<file path="config.mk">
export PLATFORM = sky130hd
export DESIGN_NAME = extra_param_block
export DESIGN_NICKNAME = d
export VERILOG_FILES = /design/src/verilog/xparam_pkg.sv /design/src/verilog/byte_rate_meter.sv /design/src/verilog/extra_param_block.sv
export VERILOG_INCLUDE_DIRS = /design/src /design/src/verilog
export SDC_FILE = /design/constraint.sdc
export NUM_CORES = 2
export LEC_CHECK = 0
export ABC_AREA = 0
export BUFFER_PORTS_ARGS = -buffer_cell sky130_fd_sc_hd__buf_2
export CORE_UTILIZATION = 50
export CTS_CLUSTER_DIAMETER = 40
export DETAILED_ROUTE_END_ITERATION = 7
export PLACE_DENSITY = 0.77
export SLEW_MARGIN = 10
export SYNTH_ARGS = -nofsm -noshare
export SYNTH_HDL_FRONTEND = slang
export SYNTH_SLANG_ARGS = --single-unit
</file>
<file path="constraint.sdc">
create_clock -name clk_sys -period 4.55 [get_ports clk_sys]
set_input_delay 0.455 -clock clk_sys [delete_from_list [all_inputs] [get_ports clk_sys]]
set_output_delay 0.455 -clock clk_sys [all_outputs]
set_load 0.1 [all_outputs]
</file>
<file path="src/verilog/xparam_map.svh">
// offsets, field positions, reset values and timing counts of the extra
// parameter block; word addresses as seen through the ram window pointer
`ifndef XPARAM_MAP_SVH
`define XPARAM_MAP_SVH

`define XP_LAYOUT_REV_ADDR 16'h1e02
`define XP_MISC_CFG_ADDR 16'h1e03
`define XP_FF_FACTOR_ADDR 16'h1e04
`define XP_BYTE_RATE_ADDR 16'h1e05
`define XP_END_FILL_ADDR 16'h1e06
`define XP_SEEK_TABLE_ADDR 16'h1e16
`define XP_SEEK_TABLE_LAST 16'h1e25
`define XP_LAST_SEEK_ADDR 16'h1e26
`define XP_PLAY_POS_ADDR 16'h1e27
`define XP_RESYNC_ADDR 16'h1e29
`define XP_OVL0_ADDR 16'h1e2a
`define XP_OVL1_ADDR 16'h1e2b
`define XP_OVL2_ADDR 16'h1e2c
`define XP_OVL3_ADDR 16'h1e2d
`define XP_DRC_CUT_ADDR 16'h1e2e
`define XP_DRC_LIFT_ADDR 16'h1e2f
`define XP_BANDREP_ADDR 16'h1e30

`define XP_LAYOUT_REV 16'h0003
`define XP_RESYNC_RST 16'h7fff
`define XP_RESYNC_UNLIMITED 16'h7fff
`define XP_POS_UNKNOWN 32'hffffffff
`define XP_DRC_CUT_INIT 16'he000
`define XP_DRC_LIFT_INIT 16'h2000
`define XP_VORBIS_GAIN_DFLT 16'hfff4

`define XP_PS_MODE_HI 7
`define XP_PS_MODE_LO 6
`define XP_SBR_MODE_HI 5
`define XP_SBR_MODE_LO 4
`define XP_REVERB_HI 3
`define XP_REVERB_LO 0
`define XP_CFG_USED_MASK 16'h00ff

`define XP_BR_SBR_PRESENT 0
`define XP_BR_UPSAMPLE 1
`define XP_BR_PS_PRESENT 2
`define XP_BR_PS_ACTIVE 3

`define XP_REFRESH_MS 1000
`define XP_CLK_KHZ 125000
`define XP_REFRESH_CYCLES (`XP_REFRESH_MS * `XP_CLK_KHZ)

`endif

</file>
<file path="src/verilog/xparam_pkg.sv">
// types shared by the extra parameter block and its byte rate meter
package xparam_pkg;

  typedef enum logic [2:0]
  {
    CODEC_NONE = 3'b000,
    CODEC_MPEG = 3'b001,
    CODEC_AAC = 3'b010,
    CODEC_MIDI = 3'b011,
    CODEC_VORBIS = 3'b100,
    CODEC_PACKET = 3'b101,
    CODEC_WAV = 3'b110
  } codec_t;

  typedef enum logic [1:0]
  {
    DEC_RUN = 2'b00,
    DEC_RESYNC = 2'b01,
    DEC_GAVE_UP = 2'b10
  } dec_state_t;

  typedef struct packed {
    logic rd;
    logic wr;
    logic [15:0] addr;
    logic [15:0] wdata;
  } win_req_t;

  typedef struct packed {
    logic valid;
    logic [15:0] data;
  } win_rsp_t;

  typedef struct packed {
    logic [31:0] cycle_cnt;
    logic [31:0] byte_cnt;
    logic [15:0] rate;
    logic tick;
  } meter_state_t;

  typedef struct packed {
    logic [15:0] misc_cfg;
    logic [15:0] ff_factor;
    logic [15:0] end_fill;
    logic [7:0][31:0] seek_tab;
    logic [2:0] last_seek;
    logic [15:0] resync;
    logic [31:0] ovl_a;
    logic [31:0] ovl_b;
    logic [15:0] sce_seen;
    logic [15:0] cpe_seen;
    logic [15:0] lfe_seen;
    logic [15:0] elem_choice;
    logic [15:0] drc_cut;
    logic [15:0] drc_lift;
    logic [3:0] bandrep;
    logic [15:0] frame_cnt;
    logic seek_blocked;
    logic [3:0] clk_step;
    logic [15:0] retry_cnt;
    dec_state_t dec_state;
    win_rsp_t rsp;
  } xstate_t;

endpackage
</file>
<file path="src/verilog/byte_rate_meter.sv">
// byte rate meter: counts stream bytes and latches the count once per period
// assumes byte_in pulses come from decoder logic on clk_sys
`timescale 1ns/1ps
`include "xparam_map.svh"

module byte_rate_meter #(
  parameter int unsigned PERIOD_CYCLES = `XP_REFRESH_CYCLES
)
(
  // clock and reset
  input wire logic clk_sys,
  input wire logic rst,
  // stream side
  input wire logic byte_in,
  // result
  output logic [15:0] rate,
  output logic tick
);

  xparam_pkg::meter_state_t st_r;
  xparam_pkg::meter_state_t st_nxt;

  always_comb
  begin
    st_nxt = st_r;
    st_nxt.tick = 1'b0;
    if (st_r.cycle_cnt == 32'(PERIOD_CYCLES - 1))
    begin
      st_nxt.cycle_cnt = 32'h0;
      // a byte in the closing cycle still counts toward this period
      st_nxt.byte_cnt = 32'h0;
      st_nxt.rate = (st_r.byte_cnt + {31'h0, byte_in}) > 32'h0000ffff ?
        16'hffff : 16'(st_r.byte_cnt + {31'h0, byte_in});
      st_nxt.tick = 1'b1;
    end
    else
    begin
      st_nxt.cycle_cnt = st_r.cycle_cnt + 32'h1;
      st_nxt.byte_cnt = st_r.byte_cnt + {31'h0, byte_in};
    end
  end

  always_ff @(posedge clk_sys)
  begin
    if (rst)
      st_r <= '0;
    else
      st_r <= st_nxt;
  end

  assign rate = st_r.rate;
  assign tick = st_r.tick;

endmodule

</file>
<file path="src/verilog/extra_param_block.sv">
// extra parameter block of the decoder data memory, reached by the host
// through the ram window pointer / ram window data pair.
// assumes all decoder-side event inputs are one-cycle pulses on clk_sys
`timescale 1ns/1ps
`include "xparam_map.svh"

module extra_param_block #(
  parameter int unsigned REFRESH_CYCLES = `XP_REFRESH_CYCLES
)
(
  // clock and reset
  input wire logic clk_sys,
  input wire logic rst,
  // ram window access from the serial control interface
  input wire xparam_pkg::win_req_t win_req,
  output xparam_pkg::win_rsp_t win_rsp,
  // decoder status
  input wire xparam_pkg::codec_t active_codec,
  input wire logic file_start,
  input wire logic header_done,
  input wire logic frame_decoded,
  input wire logic stream_byte,
  input wire logic [15:0] fill_byte_value,
  // seek table updates
  input wire logic seek_upd,
  input wire logic [2:0] seek_upd_idx,
  input wire logic [31:0] seek_upd_offset,
  // play position
  input wire logic pos_known,
  input wire logic [31:0] pos_ms,
  // error recovery
  input wire logic stream_error,
  input wire logic resync_found,
  // packet codec
  input wire logic pkt_len_upd,
  input wire logic [31:0] pkt_cur_len,
  input wire logic [31:0] pkt_hdr_len,
  input wire logic clk_too_slow,
  input wire logic [3:0] clk_step_max,
  // AAC
  input wire logic aac_start,
  input wire logic [15:0] sce_found,
  input wire logic [15:0] cpe_found,
  input wire logic [15:0] lfe_found,
  input wire logic elem_auto_sel,
  input wire logic [15:0] elem_auto_value,
  input wire logic [3:0] bandrep_status,
  // MIDI
  input wire logic midi_track_load,
  input wire logic [31:0] midi_track_len,
  input wire logic midi_byte_step,
  // Vorbis
  input wire logic vorbis_hdr,
  input wire logic vorbis_tag_found,
  input wire logic [15:0] vorbis_tag_gain,
  // decoder control
  output logic frame_play,
  output logic [15:0] time_step,
  output logic [1:0] ps_mode,
  output logic [1:0] sbr_mode,
  output logic [3:0] reverb,
  output logic streaming_mode,
  output logic wav_ignore_sizes,
  output logic seek_blocked,
  output logic decode_give_up,
  output logic [3:0] clk_step,
  output logic [15:0] elem_choice,
  output logic [15:0] drc_cut,
  output logic [15:0] drc_lift,
  // stream info low mirror
  output logic stream_info_lo_upd,
  output logic [15:0] stream_info_lo
);

  xparam_pkg::xstate_t st_r;
  xparam_pkg::xstate_t st_nxt;
  logic [15:0] rate;
  logic rate_tick;
  logic [15:0] info_lo_r;
  logic info_upd_r;

  byte_rate_meter #(
    .PERIOD_CYCLES(REFRESH_CYCLES)
  ) u_meter (
    .clk_sys(clk_sys),
    .rst(rst),
    .byte_in(stream_byte),
    .rate(rate),
    .tick(rate_tick)
  );

  // true when a window write hits the given word
  function automatic logic wr_hit(input xparam_pkg::win_req_t r, input logic [15:0] a);
    wr_hit = r.wr && (r.addr == a);
  endfunction

  // high or low half of a two-word value by address parity against its base
  function automatic logic [15:0] half(input logic [31:0] v, input logic hi);
    half = hi ? v[31:16] : v[15:0];
  endfunction

  function automatic logic [15:0] read_word(input xparam_pkg::xstate_t s,
                                            input logic [15:0] a,
                                            input logic [15:0] rt,
                                            input logic pk,
                                            input logic [31:0] pm,
                                            input xparam_pkg::codec_t c);
    logic [15:0] d;
    logic [15:0] rel;
    logic [31:0] pos;
    d = 16'h0000;
    rel = a - `XP_SEEK_TABLE_ADDR;
    pos = pk ? pm : `XP_POS_UNKNOWN;
    if (a >= `XP_SEEK_TABLE_ADDR && a <= `XP_SEEK_TABLE_LAST)
      d = half(s.seek_tab[rel[3:1]], rel[0]);
    else
    begin
      case (a)
        `XP_LAYOUT_REV_ADDR: d = `XP_LAYOUT_REV;
        `XP_MISC_CFG_ADDR: d = s.misc_cfg;
        `XP_FF_FACTOR_ADDR: d = s.ff_factor;
        `XP_BYTE_RATE_ADDR: d = rt;
        `XP_END_FILL_ADDR: d = s.end_fill;
        `XP_LAST_SEEK_ADDR: d = {13'h0, s.last_seek};
        `XP_PLAY_POS_ADDR: d = pos[15:0];
        `XP_PLAY_POS_ADDR + 16'h1: d = pos[31:16];
        `XP_RESYNC_ADDR: d = s.resync;
        // overlaid words follow the active codec
        `XP_OVL0_ADDR: d = c == xparam_pkg::CODEC_AAC ? s.sce_seen :
          c == xparam_pkg::CODEC_VORBIS ? s.ovl_a[15:0] : half(s.ovl_a, 1'b0);
        `XP_OVL1_ADDR: d = c == xparam_pkg::CODEC_AAC ? s.cpe_seen :
          half(s.ovl_a, 1'b1);
        `XP_OVL2_ADDR: d = c == xparam_pkg::CODEC_AAC ? s.lfe_seen :
          half(s.ovl_b, 1'b0);
        `XP_OVL3_ADDR: d = c == xparam_pkg::CODEC_AAC ? s.elem_choice :
          half(s.ovl_b, 1'b1);
        `XP_DRC_CUT_ADDR: d = s.drc_cut;
        `XP_DRC_LIFT_ADDR: d = s.drc_lift;
        `XP_BANDREP_ADDR: d = {12'h000, s.bandrep};
        default: d = 16'h0000;
      endcase
    end
    read_word = d;
  endfunction

  always_comb
  begin
    st_nxt = st_r;
    st_nxt.rsp.valid = win_req.rd;
    st_nxt.rsp.data = win_req.rd ?
      read_word(st_r, win_req.addr, rate, pos_known, pos_ms, active_codec) : st_r.rsp.data;

    // host writes; file_start touches none of these words
    if (wr_hit(win_req, `XP_MISC_CFG_ADDR))
      st_nxt.misc_cfg = win_req.wdata & `XP_CFG_USED_MASK;
    if (wr_hit(win_req, `XP_FF_FACTOR_ADDR))
      st_nxt.ff_factor = win_req.wdata;
    if (wr_hit(win_req, `XP_RESYNC_ADDR))
      st_nxt.resync = win_req.wdata;

    st_nxt.end_fill = fill_byte_value;

    // seek table, whole entry in one cycle so the newest one never tears
    for (int i = 0; i < 8; i++)
    begin
      if (seek_upd && seek_upd_idx == 3'(i))
        st_nxt.seek_tab[i] = seek_upd_offset;
    end
    if (seek_upd)
      st_nxt.last_seek = seek_upd_idx;

    // fast forward: every frame is decoded, only every Nth is played
    if (frame_decoded)
    begin
      if (st_r.ff_factor <= 16'h0001 || st_r.frame_cnt >= st_r.ff_factor - 16'h1)
        st_nxt.frame_cnt = 16'h0000;
      else
        st_nxt.frame_cnt = st_r.frame_cnt + 16'h1;
    end
    if (file_start)
      st_nxt.frame_cnt = 16'h0000;

    // header must be parsed before jumps; a new file wins over a done pulse
    if (header_done)
      st_nxt.seek_blocked = 1'b0;
    if (file_start)
      st_nxt.seek_blocked = 1'b1;

    // error recovery
    case (st_r.dec_state)
      xparam_pkg::DEC_RUN:
      begin
        if (stream_error)
        begin
          if (st_r.resync == 16'h0000)
            st_nxt.dec_state = xparam_pkg::DEC_GAVE_UP;
          else
          begin
            st_nxt.dec_state = xparam_pkg::DEC_RESYNC;
            st_nxt.retry_cnt = 16'h0001;
          end
        end
      end
      xparam_pkg::DEC_RESYNC:
      begin
        if (resync_found)
          st_nxt.dec_state = xparam_pkg::DEC_RUN;
        else if (stream_error)
        begin
          if (st_r.resync != `XP_RESYNC_UNLIMITED && st_r.retry_cnt >= st_r.resync)
            st_nxt.dec_state = xparam_pkg::DEC_GAVE_UP;
          else if (st_r.retry_cnt != 16'hffff)
            st_nxt.retry_cnt = st_r.retry_cnt + 16'h1;
        end
      end
      xparam_pkg::DEC_GAVE_UP:
      begin
        st_nxt.dec_state = xparam_pkg::DEC_GAVE_UP;
      end
      default:
      begin
        st_nxt.dec_state = xparam_pkg::DEC_RUN;
      end
    endcase
    if (file_start)
    begin
      st_nxt.dec_state = xparam_pkg::DEC_RUN;
      st_nxt.retry_cnt = 16'h0000;
    end

    // clock raise for the packet codec, never above the programmed maximum
    if (file_start)
      st_nxt.clk_step = 4'h0;
    else if (clk_too_slow && active_codec == xparam_pkg::CODEC_PACKET &&
             st_r.clk_step < clk_step_max)
      st_nxt.clk_step = st_r.clk_step + 4'h1;
    if (st_r.clk_step > clk_step_max)
      st_nxt.clk_step = clk_step_max;

    // overlaid codec words
    if (pkt_len_upd && active_codec == xparam_pkg::CODEC_PACKET)
    begin
      st_nxt.ovl_a = pkt_cur_len;
      st_nxt.ovl_b = pkt_hdr_len;
    end
    if (active_codec == xparam_pkg::CODEC_MIDI)
    begin
      if (midi_track_load)
        st_nxt.ovl_a = midi_track_len;
      else if (midi_byte_step && st_r.ovl_a != 32'h0)
        st_nxt.ovl_a = st_r.ovl_a - 32'h1;
    end
    if (vorbis_hdr && active_codec == xparam_pkg::CODEC_VORBIS)
      st_nxt.ovl_a = {16'h0000, vorbis_tag_found ? vorbis_tag_gain :
                      `XP_VORBIS_GAIN_DFLT};

    // element masks: a host write replaces the mask, a same-cycle sighting still lands
    if (wr_hit(win_req, `XP_OVL0_ADDR) && active_codec == xparam_pkg::CODEC_AAC)
      st_nxt.sce_seen = win_req.wdata;
    if (wr_hit(win_req, `XP_OVL1_ADDR) && active_codec == xparam_pkg::CODEC_AAC)
      st_nxt.cpe_seen = win_req.wdata;
    if (wr_hit(win_req, `XP_OVL2_ADDR) && active_codec == xparam_pkg::CODEC_AAC)
      st_nxt.lfe_seen = win_req.wdata;
    if (active_codec == xparam_pkg::CODEC_AAC)
    begin
      st_nxt.sce_seen = st_nxt.sce_seen | sce_found;
      st_nxt.cpe_seen = st_nxt.cpe_seen | cpe_found;
      st_nxt.lfe_seen = st_nxt.lfe_seen | lfe_found;
      st_nxt.bandrep = bandrep_status;
    end

    if (wr_hit(win_req, `XP_OVL3_ADDR) && active_codec == xparam_pkg::CODEC_AAC)
      st_nxt.elem_choice = win_req.wdata;
    if (wr_hit(win_req, `XP_DRC_CUT_ADDR))
      st_nxt.drc_cut = win_req.wdata;
    if (wr_hit(win_req, `XP_DRC_LIFT_ADDR))
      st_nxt.drc_lift = win_req.wdata;
    if (elem_auto_sel)
      st_nxt.elem_choice = elem_auto_value;
    // decoder start overrides any host write in the same cycle
    if (aac_start)
    begin
      st_nxt.elem_choice = 16'h0000;
      st_nxt.drc_cut = `XP_DRC_CUT_INIT;
      st_nxt.drc_lift = `XP_DRC_LIFT_INIT;
    end
  end

  always_ff @(posedge clk_sys)
  begin
    if (rst)
    begin
      st_r <= '0;
      st_r.resync <= `XP_RESYNC_RST;
      st_r.drc_cut <= `XP_DRC_CUT_INIT;
      st_r.drc_lift <= `XP_DRC_LIFT_INIT;
      st_r.seek_blocked <= 1'b1;
      st_r.dec_state <= xparam_pkg::DEC_RUN;
    end
    else
      st_r <= st_nxt;
  end

  // stream info low mirror of the byte rate, skipped for MPEG layers
  always_ff @(posedge clk_sys)
  begin
    if (rst)
    begin
      info_lo_r <= 16'h0000;
      info_upd_r <= 1'b0;
    end
    else
    begin
      info_upd_r <= rate_tick && active_codec != xparam_pkg::CODEC_MPEG;
      if (rate_tick && active_codec != xparam_pkg::CODEC_MPEG)
        info_lo_r <= rate;
    end
  end

  assign win_rsp = st_r.rsp;
  // the elapsed clock steps by the skip factor so time runs proportionally fast
  assign frame_play = frame_decoded &&
    (st_r.ff_factor <= 16'h0001 || st_r.frame_cnt == 16'h0000);
  assign time_step = st_r.ff_factor <= 16'h0001 ? 16'h0001 : st_r.ff_factor;
  assign ps_mode = st_r.misc_cfg[`XP_PS_MODE_HI:`XP_PS_MODE_LO];
  assign sbr_mode = st_r.misc_cfg[`XP_SBR_MODE_HI:`XP_SBR_MODE_LO];
  assign reverb = st_r.misc_cfg[`XP_REVERB_HI:`XP_REVERB_LO];
  // no self stop at file end while resync is on; host must cancel
  assign streaming_mode = st_r.resync != 16'h0000;
  assign wav_ignore_sizes = st_r.resync != 16'h0000;
  assign seek_blocked = st_r.seek_blocked;
  assign decode_give_up = st_r.dec_state == xparam_pkg::DEC_GAVE_UP;
  assign clk_step = st_r.clk_step;
  assign elem_choice = st_r.elem_choice;
  assign drc_cut = st_r.drc_cut;
  assign drc_lift = st_r.drc_lift;
  assign stream_info_lo_upd = info_upd_r;
  assign stream_info_lo = info_lo_r;

endmodule

</file>
# --- Word-level counts from Yosys, hierarchy flattened ---
# Cells that the tools add are included.
totals:
  regBits: 633
  in_bits: 322
  elab_cells: 184
classes:
  addsub: 8
  magnitude_cmp: 9
  eq_ne: 41
  muxes: 40
  bitwise_logic: 3
  n_reduce_logical: 47
op_table:
  columns: ["operator", "count"]
  rows:
  - ["2-to-1 mux 16 bit", 20]
  - ["== test 16 x 13 -> 1 bit (second input constant)", 16]
  - ["case mux 16 bit (16 select lines)", 1]
  - ["2-to-1 mux 32 bit", 5]
  - ["binary-select mux 32 bit (select 3 bit)", 1]
  - ["2-to-1 mux 64 bit", 1]
  - ["2-to-1 mux 48 bit", 1]
  - ["bitwise OR 16 bit", 3]
  - ["2-to-1 mux 18 bit", 2]
  - ["adder 16 x 1 -> 16 bit (second input constant)", 2]
  - ["adder 32 x 1 -> 32 bit", 1]
  - ["adder 32 x 1 -> 32 bit (second input constant)", 1]
  - ["== test 32 x 27 -> 1 bit (second input constant)", 1]
  - ["greater-or-equal comparator 16 bit", 2]
  - ["greater-than comparator 32 x 16 -> 1 bit (second input constant)", 1]
  - ["logical NOT 16 bit", 2]
  - ["case mux 16 bit (2 select lines)", 1]
  - ["nonzero test 32 bit", 1]
  - ["subtractor 32 x 1 -> 32 bit (second input constant)", 1]
  - ["logical AND 1 bit", 30]
  - ["== test 3 bit (second input constant)", 6]
  - ["greater-or-equal comparator 16 x 13 -> 1 bit (second input constant)", 1]
  - ["<= comparator 16 x 1 -> 1 bit (second input constant)", 1]
  - ["<= comparator 16 x 13 -> 1 bit (second input constant)", 1]
  - ["other kinds (28)", 46]

# --- Depth between registers and ports, before layout ---
depth:
  word_depth: 7
  mapped_depth: 14
  ltp_nobuf: 13

# --- Hierarchy ---
# From an unflattened synthesis, not the netlist that was laid out.
hier_totals:
  hier_cells: 3950
  hier_area_um2: 31600.3
by_module_without_submodules:
  columns: ["mod", "n_inst", "cells_each", "area_each_um2"]
  rows:
  - ["extra_param_block", 1, 3493, 27691.6]
  - ["byte_rate_meter", 1, 457, 3908.7]

# --- Least setup slack after synthesis ---
# Ideal clock, no wire load.
synth_timing:
  kind: "register to output"
  from: "reg st_r[519] (netlist name)"
  to: "out frame_play"
  arrival_ps: 2992
  t_required_ps: 4095
  path_slack_ps: 1103
  stages_incl_launch_ff: 6
  cell_sequence: "dfxtp_1 > clkbuf_1 > or4_1 > nor4_1 > nand3_1 > a21oi_1"
synth_via:
  elab_chain_cells: 3
synth_rtl:
  columns: ["element", "line_no", "rtl"]
  rows:
  - ["start: declaration", "extra_param_block.sv:75", "xparam_pkg::xstate_t st_r;"]
  - ["start signal: assignment", "extra_param_block.sv:301", "st_r <= st_nxt;"]
  - ["<= comparator 16 x 1 -> 1 bit", "extra_param_block.sv:323", "(st_r.ff_factor <= 16'h0001 || st_r.frame_cnt == 16'h0000);"]
  - ["logical OR 1 bit", "extra_param_block.sv:323", null]
  - ["logical AND 1 bit", "extra_param_block.sv:322", "assign frame_play = frame_decoded &&"]
  - ["end: declaration", "extra_param_block.sv:57", "output logic frame_play,"]
# No other way between the ends.

# --- Worst setup path after layout ---
# Same ends and word-level chain as after synthesis.

==> results.rst <==
.. list-table::
   :header-rows: 1

   * - Metric
     - Value
   * - Status
     - finished clean
   * - Clock root cell
     - sky130_fd_sc_hd__clkbuf_16
   * - Endpoint of the worst hold-timing path
     - st_r[502]
   * - Number of vias per cell after detailed routing
     - 6.119
   * - Signal arrival time at the worst endpoint
     - 3.23 ns
   * - R2r setup slk
     - 1.01 ns
   * - Hold path cells
     - 2
   * - Fraction of layout instances using a drive strength above 1
     - 0.2020
   * - Avg WL per Cell
     - 23.82 microns
   * - Number of H-tree levels
     - 3
   * - Clock transition time at the flip-flop clock pins of the worst setup and hold paths
     - 0.06 ns
   * - Number of CTS-inserted buffers
     - 92
   * - Number of maximum-capacitance violations
     - 0
   * - Final clock period utilization by the worst path
     - 0.8089
   * - Pre-CTS WS
     - 0.9519 ns
   * - Later-pin clock latency in the skew report
     - 0.66 ns
   * - Final core utilization
     - 0.5918
   * - Count of flip-flops with a built-in enable after synthesis
     - 0
   * - Max-slew headroom at the worst pin
     - 0.1832
   * - Distinct cell type count of the synthesized netlist
     - 102
   * - Vias in the first global route
     - 27728
   * - Number of buffers on the longest clock path
     - 3
   * - Area of the die
     - 64000 sq um
   * - Kind of critical path
     - reg2out
   * - Tightest Pin Transition
     - 1.221 ns
   * - Die boundary height
     - 253.0 microns
   * - Final worst hold slack
     - 0.01347 ns
   * - Vias post-DR
     - 30277
   * - Hold wc startpoint
     - fill_byte_value[7]
   * - Total Negative Setup Slacks
     - 0 ns
   * - Number of buffers added on ports
     - 436
   * - Pin count of the biggest net entering global routing
     - 78
   * - RSZ-0062 raised after global routing
     - false
   * - Post-layout minimum cycle time
     - 3.681 ns
   * - Worst Setup Slack, final
     - 0.8693 ns
   * - Number of placement rows
     - 91
   * - Type of origin of the critical path
     - flop
   * - Number of failing setup endpoints in the final timing report
     - 0
   * - Met1 wire length
     - 44020 microns
   * - Top layer reached by signal wires
     - met5
   * - Cell type contributing the most total cell area after synthesis
     - sky130_fd_sc_hd__dfxtp_1
   * - Register area
     - 12670 sq um
   * - Die Span X
     - 253.0 microns
   * - Worst R2R End
     - st_r[40]
   * - Number of antenna violations at the first check in global routing
     - 18
   * - Starting density of the core
     - 0.5085
   * - Max Transition Viols Final
     - 0
   * - Number of fill cells
     - 5526
   * - Pwr Density
     - 395.5 nW/um^2
   * - Largest driver fanout on the critical path
     - 8
   * - Launch point of the worst reg-to-reg path
     - st_r[513]
   * - Clock tree from TritonCTS
     - done
   * - Syn nets
     - 4191
   * - Critical path launch point
     - st_r[519]
   * - Signed area change from the synthesized netlist to the final layout
     - 16.38%
   * - Critical path required time
     - 4.09 ns
   * - Total area of multi-input combinational cells
     - 16920 sq um
   * - Final net count
     - 4384
   * - Combined area of all synthesized cells
     - 31500 sq um
   * - Routability cong.
     - 1.014
   * - Fmax
     - 271.7 MHz
   * - Mean post-synth cell area
     - 8.243 sq um
   * - Placed wire-length estimate
     - 82740 microns
   * - Number of synthesized register bits
     - 633
   * - Area fraction of the dominant cell type after synthesis
     - 0.4023
   * - Max IR drop VDD
     - 308.7 uV
   * - CP endpoint kind
     - output pin
   * - Setup bufs post-CTS
     - 0
   * - R2r worst-path depth
     - 13
   * - Detailed route wirelength on metal2
     - 52440 microns
   * - Layout Skew
     - 0.02927 ns
   * - Post-route DRC violation count
     - 0
   * - Total routing usage reported by global routing
     - 0.3550
   * - Met3 routed wirelength
     - 14250 microns
   * - Routed Antenna Nets
     - 0
   * - Overall overflow remaining after global route
     - 0
   * - Core Region
     - 61940 sq um
   * - Initial DRC Count
     - 4202
   * - Static power due to leakage
     - 0.01380 uW
   * - Final hold violations
     - 0
   * - Worst hold path class
     - in2reg
   * - Global-route wire length before repair
     - 172200 microns
   * - Post-synth ARST share
     - 0
   * - Warning count from the yosys run
     - 0
   * - Top flip-flop cell by instance count after synthesis
     - sky130_fd_sc_hd__dfxtp_1
   * - WL final
     - 117900 microns
   * - Sequential cell area fraction in the yosys report
     - 0.4023
   * - Post-Synthesis Cells
     - 3821
   * - Clock Sinks
     - 633
   * - Total I/O pin count
     - 437
   * - Initial DRT Pass Iterations
     - 6
   * - Largest cells by area after synthesis
     - sky130_fd_sc_hd__dfxtp_1 (40%), sky130_fd_sc_hd__nand2_1 (11%), sky130_fd_sc_hd__a21oi_1 (6.8%)
## worst max-delay path by stage
stage             endpoint  slack [ns]
5_1_grt         frame_play        0.74
3_5_place_dp   win_rsp[15]        0.95
2_1_floorplan   frame_play        1.10
6_report        frame_play        0.87
4_1_cts         frame_play        0.87
3_3_place_gp   win_rsp[15]        0.98
## registers in the layout (all words and copies together), names as in the netlist
signal	cells
sbr_mode	2
u_meter.rate	16
win_rsp	17
clk_step	4
drc_lift	16
ps_mode	2
u_meter.st_r	64
u_meter.tick	1
stream_info_lo_upd	1
stream_info_lo	16
elem_choice	16
st_r	457
reverb	4
drc_cut	16
seek_blocked	1
## repair_timing
| item | CTS | global route |
|---|---|---|
| endpoints found under the hold margin | 3 | 0 |
| hold buffers | 3 | 0 |
| resized for setup | 0 | 0 |
## routing by layer
metal / vias up / GRT usage
met1: 14334 / 0.4452
met3: 382 / 0.09930
li1: 13649 / -
met4: 18 / 0.1886
met2: 1894 / 0.5530
met5: - / 0
## cell usage after synthesis, types with 46 or more instances
cell type,instances
sky130_fd_sc_hd__clkbuf_1,217
sky130_fd_sc_hd__a211oi_1,46
sky130_fd_sc_hd__nor3_1,53
sky130_fd_sc_hd__nand3_1,65
sky130_fd_sc_hd__mux2i_1,121
sky130_fd_sc_hd__a31oi_1,50
sky130_fd_sc_hd__xnor2_1,51
sky130_fd_sc_hd__xor2_1,61
sky130_fd_sc_hd__a21oi_1,427
sky130_fd_sc_hd__ha_1,48
sky130_fd_sc_hd__mux4_2,76
sky130_fd_sc_hd__o21ai_0,49
sky130_fd_sc_hd__nand2_1,948
sky130_fd_sc_hd__nor2_1,271
sky130_fd_sc_hd__buf_4,83
sky130_fd_sc_hd__dfxtp_1,633
## cells in the final DEF (no fill, tap or decap), types with 47 or more instances in the layout
cell type	synthesis	routed
sky130_fd_sc_hd__nand3_1	65	61
sky130_fd_sc_hd__a21oi_1	427	427
sky130_fd_sc_hd__mux2i_1	121	121
sky130_fd_sc_hd__a31oi_1	50	50
sky130_fd_sc_hd__nor2_1	271	265
sky130_fd_sc_hd__dfxtp_1	633	633
sky130_fd_sc_hd__buf_2	37	434
sky130_fd_sc_hd__xnor2_1	51	51
sky130_fd_sc_hd__ha_1	48	47
sky130_fd_sc_hd__mux4_2	76	76
sky130_fd_sc_hd__clkbuf_16	0	94
sky130_fd_sc_hd__nor3_1	53	51
sky130_fd_sc_hd__nand2_1	948	944
sky130_fd_sc_hd__xor2_1	61	60
sky130_fd_sc_hd__o21ai_0	49	48
## logic make-up after synthesis
group | after synthesis | share of synthesized area
simple gates | 1619 | 0.2311
compound gates | 768 | 0.1517
flops | 633 | 0.4023
buf+inv | 428 | 0.06475
mux | 213 | 0.09994
xor+xnor | 112 | 0.03114
fa+ha+maj | 48 | 0.01907
## report_power, final
group	switching, uW	internal [uW]	total [uW]
Clock	3010	4350	7360
Sequential	118	5670	5790
Combinational	913	437	1350
## area by class of cell
| class | instances | share of cell area |
|---|---|---|
| sequential | 633 | 0.3457 |
| antenna | 17 | 0.001161 |
| multi-input combinational | 2760 | 0.4617 |
| tap | 837 | 0.02857 |
| clock buffer | 105 | 0.06748 |
| clock inverter | 69 | 0.02021 |
| inverter | 41 | 0.004198 |
| timing repair buffer | 486 | 0.07100 |
## through the flow
stage / power (uW) / cells / area [sq um]
after CTS: 14470 / 4931 / 36610
after floorplan: 6745 / 3821 / 31500
final: 14500 / 4948 / 36660
after detailed placement: 7202 / 4754 / 33370
after global routing: 14840 / 4936 / 36630
after global placement: 7185 / 4754 / 33370
## worst max-delay path: stages (launching register included)
cell and delay, ns:
sky130_fd_sc_hd__dfxtp_1 0.42, sky130_fd_sc_hd__or4_1 0.63, sky130_fd_sc_hd__nor4_1 0.39, sky130_fd_sc_hd__nand3_1 0.27
sky130_fd_sc_hd__a21oi_1 0.36, sky130_fd_sc_hd__buf_2 0.50
(Power assumes the default switching activity.)
